**config.mk**
```make
export PLATFORM = sky130hd
export DESIGN_NAME = scdc_clock_control
export DESIGN_NICKNAME = d
export VERILOG_FILES = /design/src/scdc_startup_counter.v /design/src/scdc_clock_control.v
export VERILOG_INCLUDE_DIRS = /design/src
export SDC_FILE = /design/constraint.sdc
export NUM_CORES = 1
export LEC_CHECK = 0
export ABC_AREA = 1
export BUFFER_PORTS_ARGS = -buffer_cell sky130_fd_sc_hd__buf_2
export CAP_MARGIN = 20
export CORE_MARGIN = 2
export CORE_UTILIZATION = 45
export DETAILED_ROUTE_END_ITERATION = 7
export PLACE_DENSITY = 0.78
export SLEW_MARGIN = 25
export SYNTH_ARGS = -nofsm -noshare
export SYNTH_HDL_FRONTEND = slang
export SYNTH_SLANG_ARGS = --single-unit
```
**constraint.sdc**
```tcl
create_clock -name clk -period 1.6 [get_ports clk]
set_input_delay 0.08 -clock clk [delete_from_list [all_inputs] [get_ports clk]]
set_output_delay 0.08 -clock clk [all_outputs]
set_load 0.02 [all_outputs]
```
**src/scdc_defs.vh**
```
// Constants for the system clock divide control block.
// Assumes one crystal-rate clock; included by its bare name.
`ifndef SCDC_DEFS_VH
`define SCDC_DEFS_VH

// Register indices on the plain register port
`define SCDC_ADDR_W 4
`define SCDC_DATA_W 8
`define SCDC_REG_PMR 4'h0
`define SCDC_REG_STAT 4'h1
`define SCDC_REG_TSEL 4'h2

// Power management register fields
`define SCDC_PMR_CD_HI 7
`define SCDC_PMR_CD_LO 6
`define SCDC_PMR_SWB 5
`define SCDC_PMR_MEN 4
`define SCDC_PMR_MFS 3

// Status register fields
`define SCDC_ST_CLOCK_READY_FLAG 0
`define SCDC_ST_RING 1
`define SCDC_ST_OSCOK 2
`define SCDC_ST_BUSY 3

// Timer select register fields: high bits 2:0, low bits 5:3
`define SCDC_TS_HI_LSB 0
`define SCDC_TS_LO_LSB 3

// Clock-divide field codes
`define SCDC_CD_MUL 2'h0
`define SCDC_CD_RSV 2'h1
`define SCDC_CD_DIV1 2'h2
`define SCDC_CD_SLOW 2'h3
`define SCDC_CD_RESET 2'h2

// Effective system clock source codes
`define SCDC_SRC_X4 2'h0
`define SCDC_SRC_X2 2'h1
`define SCDC_SRC_X1 2'h2
`define SCDC_SRC_SLOW 2'h3

// Dividers
`define SCDC_SLOW_DIV_W 10
`define SCDC_SLOW_LAST 10'h3FF
`define SCDC_T12_W 4
`define SCDC_T12_LAST 4'hB
`define SCDC_NUM_TIMERS 3
`define SCDC_STARTUP_CYCLES 65536
`define SCDC_STARTUP_W 17

`endif

```
**src/scdc_startup_counter.v**
```verilog
// Startup counter shared by crystal warmup and multiplier startup.
// Assumes start is a one-cycle pulse; done holds until the next start.
`include "scdc_defs.vh"

module scdc_startup_counter #(
	parameter COUNT = `SCDC_STARTUP_CYCLES
) (
	// Clock, reset, enable
	input wire clk,
	input wire rst_b,
	input wire ce,
	// Control
	input wire start,
	// Status
	output reg busy_q,
	output reg done_q
);

	reg [`SCDC_STARTUP_W-1:0] cnt_q;
	wire [`SCDC_STARTUP_W-1:0] lastCnt;
	wire [31:0] lastCntFull;

	// Terminal count, cut to the counter width on purpose
	assign lastCntFull = COUNT - 1;
	assign lastCnt = lastCntFull[`SCDC_STARTUP_W-1:0];

	////////////////////////////////////////////////////////////////////
	// Count COUNT cycles after each start, then flag done
	always @(posedge clk or negedge rst_b) begin
		if (!rst_b) begin
			cnt_q <= {`SCDC_STARTUP_W{1'b0}};
			busy_q <= 1'b0;
			done_q <= 1'b0;
		end else if (ce) begin
			if (start) begin
				cnt_q <= {`SCDC_STARTUP_W{1'b0}};
				busy_q <= 1'b1;
				done_q <= 1'b0;
			end else if (busy_q) begin
				if (cnt_q == lastCnt) begin
					busy_q <= 1'b0;
					done_q <= 1'b1;
				end
				cnt_q <= cnt_q + 1'b1;
			end
		end
	end

endmodule

```
**src/scdc_clock_control.v**
```verilog
// System clock selection and divide control with multiplier interlocks.
// Assumes clk is the crystal clock and all inputs are synchronous to it.
//
// How it works
// - Multiplier runs at 2x or 4x by select bit, only while enabled.
// - A slow source equal to crystal clock divided by 1024 exists.
// - Reserved divide code 01 clocks like 10, undivided, but reads back as 01.
// - Every reset selects divide-by-1.
// - Divide field writes are accepted any time, apart from interlocks.
// - In slow mode with switchback on, external interrupt forces divide-by-1.
// - In slow mode a serial start bit switches back to divide-by-1.
// - Switchback acts only in slow mode; other modes stay unchanged.
// - Timer select 00 with fast ratios feeds that timer crystal over 12.
// - Multiplied clock is never used before the ready flag is set.
// - Factor select writes are ignored unless the multiplier is off.
// - Enable writes ignored unless divide-by-1 and ring oscillator idle.
// - Enable rising clears ready and starts the startup counter.
// - During startup ready stays low and divide code 00 is refused.
// - Every reset clears the multiplier enable.
// - One counter times 65,536 cycles for warmup and multiplier startup.
`include "scdc_defs.vh"

module scdc_clock_control #(
	parameter STARTUP_CYCLES = `SCDC_STARTUP_CYCLES
) (
	// Clock, reset, enable
	input wire clk,
	input wire rst_b,
	input wire ce,
	// Register port
	input wire [`SCDC_ADDR_W-1:0] regAddr,
	input wire [`SCDC_DATA_W-1:0] regWrData,
	input wire regWr,
	input wire regRd,
	output reg [`SCDC_DATA_W-1:0] regRdData_q,
	// Events and status from the core
	input wire ringOscActive,
	input wire extIntDetected,
	input wire [1:0] startBitDetected,
	// Clock source control
	output reg [1:0] sysClkSrc_q,
	output reg multiplierRun_q,
	output reg multiplyFactor_q,
	output reg oscReady_q,
	output reg slowTick_q,
	output reg sysTick_q,
	// Timer input clocks
	output reg [`SCDC_NUM_TIMERS-1:0] timerTick_q
);

	////////////////////////////////////////////////////////////////////
	// Startup sequencer states
	localparam ST_WARMUP = 2'b00;
	localparam ST_IDLE = 2'b01;
	localparam ST_MULSTART = 2'b10;
	localparam ST_MULREADY = 2'b11;

	reg [1:0] state_q;
	reg [1:0] state_d;
	reg [1:0] clkDivSel_q;
	reg [1:0] clkDivSel_d;
	reg switchbackEnable_q;
	reg multiplierEnable_q;
	reg multiplierEnable_d;
	reg multiplyFactorSel_q;
	reg multiplyFactorSel_d;
	reg [`SCDC_NUM_TIMERS-1:0] timerClkSelHi_q;
	reg [`SCDC_NUM_TIMERS-1:0] timerClkSelLo_q;
	reg [`SCDC_SLOW_DIV_W-1:0] slowCnt_q;
	reg [`SCDC_T12_W-1:0] t12Cnt_q;
	reg powerUp_q;
	reg [`SCDC_DATA_W-1:0] rdData_d;

	wire pmrWr;
	wire tselWr;
	wire divIsOne;
	wire divIsSlow;
	wire divIsFast;
	wire clockReadyFlag;
	wire cntStart;
	wire cntBusy;
	wire cntDone;
	wire switchback;
	wire slowEdge;
	wire t12Edge;
	wire [1:0] wrDivSel;

	////////////////////////////////////////////////////////////////////
	// Decode of the divide field
	assign divIsOne = (clkDivSel_q == `SCDC_CD_DIV1) ||
		(clkDivSel_q == `SCDC_CD_RSV);
	assign divIsSlow = (clkDivSel_q == `SCDC_CD_SLOW);
	assign divIsFast = !divIsSlow;
	assign clockReadyFlag = (state_q == ST_MULREADY);

	// Register write strobes
	assign pmrWr = regWr && (regAddr == `SCDC_REG_PMR);
	assign tselWr = regWr && (regAddr == `SCDC_REG_TSEL);
	assign wrDivSel = {regWrData[`SCDC_PMR_CD_HI],
		regWrData[`SCDC_PMR_CD_LO]};

	// Switchback events, only in slow mode
	assign switchback = divIsSlow && ((switchbackEnable_q &&
		extIntDetected) || (|startBitDetected));

	// Counter restarts on power-up and on each enable rising edge
	assign cntStart = powerUp_q ||
		(!multiplierEnable_q && multiplierEnable_d);

	assign slowEdge = (slowCnt_q == `SCDC_SLOW_LAST);
	assign t12Edge = (t12Cnt_q == `SCDC_T12_LAST);

	////////////////////////////////////////////////////////////////////
	// Shared startup counter
	scdc_startup_counter #(
		.COUNT(STARTUP_CYCLES)
	) uStartup (
		.clk(clk),
		.rst_b(rst_b),
		.ce(ce),
		.start(cntStart),
		.busy_q(cntBusy),
		.done_q(cntDone)
	);

	////////////////////////////////////////////////////////////////////
	// Multiplier enable and factor select with interlocks
	always @* begin
		multiplierEnable_d = multiplierEnable_q;
		multiplyFactorSel_d = multiplyFactorSel_q;
		if (pmrWr && divIsOne && !ringOscActive) begin
			multiplierEnable_d = regWrData[`SCDC_PMR_MEN];
		end
		if (pmrWr && !multiplierEnable_q) begin
			multiplyFactorSel_d = regWrData[`SCDC_PMR_MFS];
		end
	end

	////////////////////////////////////////////////////////////////////
	// Divide field: writes, refusal of 00, switchback
	always @* begin
		clkDivSel_d = clkDivSel_q;
		if (pmrWr) begin
			if (wrDivSel != `SCDC_CD_MUL) begin
				clkDivSel_d = wrDivSel;
			end else if (clockReadyFlag && multiplierEnable_q) begin
				clkDivSel_d = wrDivSel;
			end
		end
		if (switchback) begin
			clkDivSel_d = `SCDC_CD_DIV1;
		end
	end

	////////////////////////////////////////////////////////////////////
	// Startup sequencer
	always @* begin
		state_d = state_q;
		case (state_q)
			ST_WARMUP: begin
				if (cntDone) begin
					state_d = ST_IDLE;
				end
			end
			ST_IDLE: begin
				if (multiplierEnable_d) begin
					state_d = ST_MULSTART;
				end
			end
			ST_MULSTART: begin
				if (!multiplierEnable_d) begin
					state_d = ST_IDLE;
				end else if (cntDone && !cntStart) begin
					state_d = ST_MULREADY;
				end
			end
			ST_MULREADY: begin
				if (!multiplierEnable_d) begin
					state_d = ST_IDLE;
				end
			end
			default: begin
				state_d = ST_IDLE;
			end
		endcase
	end

	////////////////////////////////////////////////////////////////////
	// Control registers
	always @(posedge clk or negedge rst_b) begin
		if (!rst_b) begin
			state_q <= ST_WARMUP;
			powerUp_q <= 1'b1;
			clkDivSel_q <= `SCDC_CD_RESET;
			switchbackEnable_q <= 1'b0;
			multiplierEnable_q <= 1'b0;
			multiplyFactorSel_q <= 1'b0;
			timerClkSelHi_q <= {`SCDC_NUM_TIMERS{1'b0}};
			timerClkSelLo_q <= {`SCDC_NUM_TIMERS{1'b0}};
		end else if (ce) begin
			powerUp_q <= 1'b0;
			state_q <= state_d;
			clkDivSel_q <= clkDivSel_d;
			multiplierEnable_q <= multiplierEnable_d;
			multiplyFactorSel_q <= multiplyFactorSel_d;
			if (pmrWr) begin
				switchbackEnable_q <= regWrData[`SCDC_PMR_SWB];
			end
			if (tselWr) begin
				timerClkSelHi_q <= regWrData[`SCDC_TS_HI_LSB +:
					`SCDC_NUM_TIMERS];
				timerClkSelLo_q <= regWrData[`SCDC_TS_LO_LSB +:
					`SCDC_NUM_TIMERS];
			end
		end
	end

	////////////////////////////////////////////////////////////////////
	// Free-running prescalers on the crystal clock
	always @(posedge clk or negedge rst_b) begin
		if (!rst_b) begin
			slowCnt_q <= {`SCDC_SLOW_DIV_W{1'b0}};
			t12Cnt_q <= {`SCDC_T12_W{1'b0}};
		end else if (ce) begin
			slowCnt_q <= slowCnt_q + 1'b1;
			if (t12Edge) begin
				t12Cnt_q <= {`SCDC_T12_W{1'b0}};
			end else begin
				t12Cnt_q <= t12Cnt_q + 1'b1;
			end
		end
	end

	////////////////////////////////////////////////////////////////////
	// Clock source outputs
	always @(posedge clk or negedge rst_b) begin
		if (!rst_b) begin
			sysClkSrc_q <= `SCDC_SRC_X1;
			multiplierRun_q <= 1'b0;
			multiplyFactor_q <= 1'b0;
			oscReady_q <= 1'b0;
			slowTick_q <= 1'b0;
			sysTick_q <= 1'b0;
		end else if (ce) begin
			multiplierRun_q <= multiplierEnable_q;
			multiplyFactor_q <= multiplyFactorSel_q;
			oscReady_q <= (state_q != ST_WARMUP);
			slowTick_q <= slowEdge;
			if (divIsSlow) begin
				sysClkSrc_q <= `SCDC_SRC_SLOW;
				sysTick_q <= slowEdge;
			end else if (clkDivSel_q == `SCDC_CD_MUL && clockReadyFlag) begin
				sysClkSrc_q <= multiplyFactorSel_q ? `SCDC_SRC_X4 :
					`SCDC_SRC_X2;
				sysTick_q <= 1'b1;
			end else begin
				sysClkSrc_q <= `SCDC_SRC_X1;
				sysTick_q <= 1'b1;
			end
		end
	end

	////////////////////////////////////////////////////////////////////
	// Timer input clocks, one per timer
	genvar gi;
	generate
		for (gi = 0; gi < `SCDC_NUM_TIMERS; gi = gi + 1) begin : gTimer
			// Divide-by-12 for select 00 in the fast modes
			always @(posedge clk or negedge rst_b) begin
				if (!rst_b) begin
					timerTick_q[gi] <= 1'b0;
				end else if (ce) begin
					if (!timerClkSelHi_q[gi] && !timerClkSelLo_q[gi] &&
						divIsFast) begin
						timerTick_q[gi] <= t12Edge;
					end else if (divIsSlow) begin
						timerTick_q[gi] <= slowEdge;
					end else begin
						timerTick_q[gi] <= 1'b1;
					end
				end
			end
		end
	endgenerate

	////////////////////////////////////////////////////////////////////
	// Read data, one cycle after the read strobe
	always @* begin
		rdData_d = {`SCDC_DATA_W{1'b0}};
		if (regAddr == `SCDC_REG_PMR) begin
			rdData_d[`SCDC_PMR_CD_HI] = clkDivSel_q[1];
			rdData_d[`SCDC_PMR_CD_LO] = clkDivSel_q[0];
			rdData_d[`SCDC_PMR_SWB] = switchbackEnable_q;
			rdData_d[`SCDC_PMR_MEN] = multiplierEnable_q;
			rdData_d[`SCDC_PMR_MFS] = multiplyFactorSel_q;
		end else if (regAddr == `SCDC_REG_STAT) begin
			rdData_d[`SCDC_ST_CLOCK_READY_FLAG] = clockReadyFlag;
			rdData_d[`SCDC_ST_RING] = ringOscActive;
			rdData_d[`SCDC_ST_OSCOK] = (state_q != ST_WARMUP);
			rdData_d[`SCDC_ST_BUSY] = cntBusy;
		end else if (regAddr == `SCDC_REG_TSEL) begin
			rdData_d[`SCDC_TS_HI_LSB +: `SCDC_NUM_TIMERS] = timerClkSelHi_q;
			rdData_d[`SCDC_TS_LO_LSB +: `SCDC_NUM_TIMERS] = timerClkSelLo_q;
		end
	end

	// Read data register, zero when no read
	always @(posedge clk or negedge rst_b) begin
		if (!rst_b) begin
			regRdData_q <= {`SCDC_DATA_W{1'b0}};
		end else if (ce) begin
			regRdData_q <= regRd ? rdData_d : {`SCDC_DATA_W{1'b0}};
		end
	end

endmodule

```
-- Yosys cells after proc, flatten, opt, wreduce, memory -nomap -nowiden
Cells that the tools add are included.
- output and inout port bits: 18
- memory bits (read-only): 0
- memories kept: 0
- latch bits: 0
- RAM bits: 0
- register bits: 65
- input bits: 21
- multiply operators: 0
- div/mod/pow operators: 0
- $add $sub $neg: 3
- muxes and demuxes: 34
- bitwise operators: 0
- equality and inequality tests: 15
- shift-type cells: 0
- order comparisons: 0
- reduce and logical (&&, ||, !) cells: 47
- operators by type and width (cell ; count):
    2-to-1 mux 17 bit ; 2
    2-to-1 mux 2 bit ; 13
    adder 17 x 1 -> 17 bit (second input constant) ; 1
    == test 17 x 16 -> 1 bit (second input constant) ; 1
    logical AND 1 bit ; 17
    2-to-1 mux 1 bit ; 12
    adder 10 x 1 -> 10 bit (second input constant) ; 1
    == test 10 bit (second input constant) ; 1
    logical NOT 1 bit ; 10
    nonzero test 2 bit ; 5
    == test 2 bit (second input constant) ; 4
    2-to-1 mux 4 bit ; 2
    2-to-1 mux 8 bit ; 1
    one-hot mux 2 bit (4 select lines) ; 1
    AND reduction 2 bit ; 4
    2-to-1 mux 3 bit ; 2
    2-to-1 mux 6 bit ; 1
    AND reduction 3 bit ; 2
    AND reduction 5 bit ; 1
    adder 4 x 1 -> 4 bit (second input constant) ; 1
    == test 2 x 1 -> 1 bit (second input constant) ; 2
    == test 4 x 1 -> 1 bit (second input constant) ; 1
    == test 4 x 2 -> 1 bit (second input constant) ; 1
    == test 4 bit (second input constant) ; 1
    8 further kinds ; 12

-- Logic depth before layout (Yosys ltp)
- depth in word-level cells: 12
- gate-level depth with buffers: 13
- gate-level depth less buffers: 13

-- Hierarchy
Synthesis repeated with hierarchy kept, for this count alone.
- cell total of the unflattened synthesis: 413
- area total of the unflattened synthesis: 3454.6 um2
- modules (own cells, without submodules) (module ; instances ; cells an instance ; area an instance (um2)):
    scdc_clock_control ; 1 ; 258 ; 2293.4
    scdc_startup_counter ; 1 ; 155 ; 1161.1

-- Worst setup path after synthesis
OpenSTA, ideal clock, no wires.
- path type: register to register
- start: register clkDivSel_q[1]
- end: register state_q[0]
- data arrival time: 1.656 ns
- cell stages (with the launch flop): 14
- setup time: 0.117 ns
- clock period less this slack: 1.774 ns
- slack: -0.174 ns
- cells stage by stage: dfstp_2 -> inv_1 -> ha_1 -> inv_1 -> nor2_1 -> nand4_1 -> nand2_1 -> nand2_2 -> nand2_1 -> nand2_1 -> inv_1 -> nand3_1 -> nand2_1 -> nand2_1
- longest elaborated chain between the ends: 11
- elaborated cells on any way between the ends: 16
- RTL lines (what ; RTL line ; RTL):
    start, declared ; scdc_clock_control.v:60 ; reg [1:0] clkDivSel_q;
    start signal, assigned ; scdc_clock_control.v:194 ; clkDivSel_q <= `SCDC_CD_RESET;
    start signal, assigned ; scdc_clock_control.v:203 ; clkDivSel_q <= clkDivSel_d;
    == test 2 bit (no source line) or == test 2 x 1 -> 1 bit (tied branches) ; -- ;
    logical OR 1 bit (*) ; scdc_clock_control.v:90 ; assign divIsOne = (clkDivSel_q == `SCDC_CD_DIV1) ||
    logical AND 1 bit (*) (2 in series) ; scdc_clock_control.v:131 ; if (pmrWr && divIsOne && !ringOscActive) begin
    2-to-1 mux 1 bit (*) ; scdc_clock_control.v:131 ;
    logical AND 1 bit ; scdc_clock_control.v:108 ; (!multiplierEnable_q && multiplierEnable_d);
    logical OR 1 bit ; scdc_clock_control.v:107 ; assign cntStart = powerUp_q ||
    logical NOT 1 bit ; scdc_clock_control.v:173 ; end else if (cntDone && !cntStart) begin
    logical AND 1 bit ; scdc_clock_control.v:173 ;
    inequality test 3 bit (no source line) ; -- ;
    AND reduction 5 bit (no source line) ; -- ;
    end signal, assigned ; scdc_clock_control.v:202 ; state_q <= state_d;
    end, declared ; scdc_clock_control.v:58 ; reg [1:0] state_q;
Mark *: on every way between the ends. The rest lies on a longest branch, timed or not.
A chain may end at the register's enable or synchronous reset.

-- Final worst setup path
Same ends and word-level chain as after synthesis.

==> impl_summary.txt <==
----------------------------------------------------
[Run status]
  Result of the run ... complete, but fails checks
  Failing checks ... negative setup slack

[Detailed routing]
  First-pass detailed-route iteration total ... 5
  Antenna-violating nets left ... 0
  Overall routed net length ... just under 8 mm
  Via Count ... between 2000 and 3000
  Wirelength per Cell ... 14.0 um
  Remaining design rule violation count ... 0
  Post-detailed-route via-to-cell ratio ... between 5 and 6
  First DRT Iteration DRCs ... 194

[Global routing]
  GRT Resource Usage Total ... a little under 20%
  Number of global-route vias before repair ... ~2800
  Maximum number of pins on one net before global-route repair ... 66
  Global-route wire length before repair ... 13.2 mm
  Antenna violations before repair ... 0
  Overflow left after global routing ... 0

[Clock tree]
  Root buffer cell ... clkbuf_8
  Worst-path clk slew ... approximately 0.080 ns
  Clock sinks ... 65
  Clock tree from TritonCTS ... built
  Clock latency of the later-clocked register in the worst-skew pair ... ~0.35 ns
  Max Buffers Root-to-Sink ... 2
  Clock H-tree levels ... 3
  CTS buffer count ... 9

[Yosys]
  Net Count, Synth ... about 420
  Proportion of synthesized chip area in sequential cells ... between 40% and 50%
  Total of flip-flops plus latches after synthesis ... 65
  Avg Synthesized Cell Area ... 8.75 sq um
  Post-synth EDFFs ... 0
  Post-synthesis instance total ... 387
  Area of the mapped netlist ... between 3000 and 4000 sq um
  Primary FF master, synth ... dfrtp_1
  Share of synthesized flip-flops with an asynchronous set or reset ... between 90% and 100%
  Distinct cell type count of the synthesized netlist ... 40
  Number of warnings reported in the yosys synthesis log ... 0

[Die]
  Die area ... about 8200 sq um
  Row cnt ... 31
  Die Height ... 90.7 um
  Die extent in x ... between 90 and 100 um
  Initial cell density of the core ... between 40 and 50%
  I/O pin count ... 39
  Placeable core region ... between 7000 and 8000 sq um

[Power]
  Psw ... slightly below 0.002 W
  P_int ... approximately 0.0036 W
  Switching share of power ... a little over a third
  Power density over the cells ... 1280 nW/um^2
  Leakage Power ... 2.15 nW
  Share of power burned in combinational logic ... slightly below 30%
  Clk pwr share ... 27.0%
  Peak supply drop ... between 800 and 900 uV
  Sequential Power Share ... a little over two fifths

[Placement]
  Count of buffers inserted at the top-level ports ... 38
  Detailed Place HPWL ... just over 5 mm
  Placer Congestion ... 0.905

[Timing]
  Post-Route Skew ... approximately 0.012 ns
  Number of setup violations in the final report ... 21
  Number of pins exceeding their max-slew limit in the final report ... 0
  Transition time of the tightest slew-check pin ... about 0.35 ns
  Worst rel slew slack ... between 70 and 80%
  Achievable frequency ... 553 MHz
  Clock period minus worst slack ... ~1.8 ns
  Total negative setup slack ... -2.79 ns
  Final Hold Viols ... 0
  Share of the cycle needed by the critical path after routing ... 113%
  Worst Setup Slack, final ... -0.209 ns
  Final Hold Slack ... around 0.030 ns
  Setup repair after global routing missed its margin ... yes

[Layout]
  Reg area ... ~1600 sq um
  Fill cell instance count of the final layout ... 600
  Most common library cell in the layout ignoring fill and taps ... nand2_1
  Highest-count cells in the layout ignoring fill and taps ... nand2_1 (85), dfrtp_1 (62), inv_1 (41)
  Fraction of final layout cells sized beyond drive strength 1 ... between 20% and 30%
  Synthesis-to-layout area growth ... 26.8%
  Nets@finish ... just under 500
  Multi-input combinational cell area ... 1660 sq um
  Diodes inserted ... 0

[Critical path]
  WS Path Type ... flip-flop to flip-flop
  Maximum fanout count along the critical path ... 3
  Critical Path Start Type ... flip-flop
  Data required, critical path ... approximately 1.8 ns
  Endpoint class of the critical path ... flip-flop
  Data arrival, critical path ... 2.04 ns

[Job]
  Number of violations of the max-capacitance limit ... 0

[Worst hold path]
  Worst min path class ... primary input to flip-flop

----------------------------------------------------
==> per-stage QoR <==
step	instance area [sq um]	util (%)	power (W)	setup WS [ns]	std cells
floorplan	3400	-	0.00331	-0.0734	387
global placement	3850	53.0	0.00379	-0.135	539
detailed placement	3850	53.0	0.00386	-0.186	539
CTS	4200	58.0	0.00545	-0.196	564
global route	4290	59.2	0.00588	-0.311	565
finish	4290	59.2	0.00551	-0.209	565
==> registers in the layout, summed over array words and instances (netlist names) <==
name,flops
slowCnt_q,10
state_q,2
slowTick_q,1
t12Cnt_q,4
clkDivSel_q,2
timerClkSelHi_q,3
multiplierEnable_q,1
sysTick_q,1
switchbackEnable_q,1
uStartup.busy_q,1
timerClkSelLo_q,3
uStartup.done_q,1
timerTick_q,3
sysClkSrc_q,2
powerUp_q,1
multiplyFactorSel_q,1
oscReady_q,1
regRdData_q,8
multiplierRun_q,1
uStartup.cnt_q,17
multiplyFactor_q,1
==> routing by layer <==
metal	GRT usage (%)	up-vias	share of wire [%]
met2	33.1	90	49
met1	25.1	1386	44
met5	0	-	0
li1	-	1417	-
met4	7.31	0	1.6
met3	4.67	14	5.4
==> power groups by stage <==
| stage | sequential (W) | combinational, W | clock, W |
|---|---|---|---|
| final | 0.00239 | 0.00163 | 0.00149 |
| after global routing | 0.00244 | 0.00185 | 0.00160 |
| after detailed placement | 0.00239 | 0.00147 | 0 |
| after global placement | 0.00236 | 0.00142 | 0 |
| after floorplan | 0.00242 | 0.000896 | 0 |
| after CTS | 0.00236 | 0.00156 | 0.00153 |
==> final cells by class <==
class / instances / area share, %
timing repair buffer: 70 / 11.0
clock inverter: 5 / 1.46
tap: 99 / 2.89
clock buffer: 11 / 3.53
inverter: 48 / 4.34
sequential: 65 / 38.0
multi-input combinational: 267 / 38.8
==> Yosys cell counts, types with 2 or more instances <==
cell	n	area, sq um
nand2_1	91	342
dfrtp_1	62	1550
inv_1	47	176
nor2_1	32	120
nand3_1	29	145
o21ai_0	25	125
xor2_1	13	114
nand4_1	12	75.1
ha_1	11	138
a21oi_1	9	45.0
xnor2_1	5	43.8
nand2_4	4	45.0
nor3_1	4	20.0
a32o_1	3	30.0
clkbuf_1	3	11.3
dfstp_2	3	78.8
mux2_2	3	33.8
nor2_4	3	33.8
o22ai_1	3	18.8
o41ai_1	3	26.3
buf_6	2	22.5
nand3_2	2	20.0
==> worst max-delay path: stages, from the launching register on <==
cell and delay, ns:
dfstp_2 0.55, inv_2 0.05, ha_4 0.25, inv_2 0.04
nor2_4 0.13, nand4_1 0.11, nand2_1 0.10, nand2_2 0.09
nand2_2 0.08, inv_2 0.04, nand2_1 0.06, nand3_2 0.09
nand2_1 0.06, nand2_1 0.05
==> final timing paths <==
path                                 from                  to  slack, ns  cells after the start
min reg2reg                timerTick_q[2]      timerTick_q[2]       0.48                      2
max                        clkDivSel_q[1]          state_q[0]      -0.21                     13
min                          regWrData[3]  timerClkSelLo_q[0]       0.03                      3
min in group asynchronous           rst_b      regRdData_q[4]       0.28                      3
max in group asynchronous           rst_b      sysClkSrc_q[1]       1.01                      3
max reg2reg                clkDivSel_q[1]          state_q[0]      -0.21                     13
==> what timing repair did <==
| item | 4_1_cts | 5_1_grt |
|---|---|---|
| setup endpoints to repair | 21 | 27 |
| endpoints found under the hold margin | 68 | 0 |
| pin swaps | 18 | 16 |
| hold buffers | 6 | 0 |
| cloned | 0 | 1 |
| setup buffers | 3 | 0 |
| resized for setup | 18 | 16 |
==> logic make-up (layout without fill, tap and decap cells) <==
family	after synthesis	count (layout)	share of synthesized area, %
AO/OA/AOI/OAI	50	50	8.87
XOR/XNOR	18	18	4.66
adder cells (fa/ha/maj)	11	11	4.06
buffers and inverters	56	134	7.32
flip-flops	65	65	48.2
multiplexers	3	3	0.998
AND/OR/NAND/NOR	184	185	25.9
Note: power is estimated with default switching activity, not from simulation.
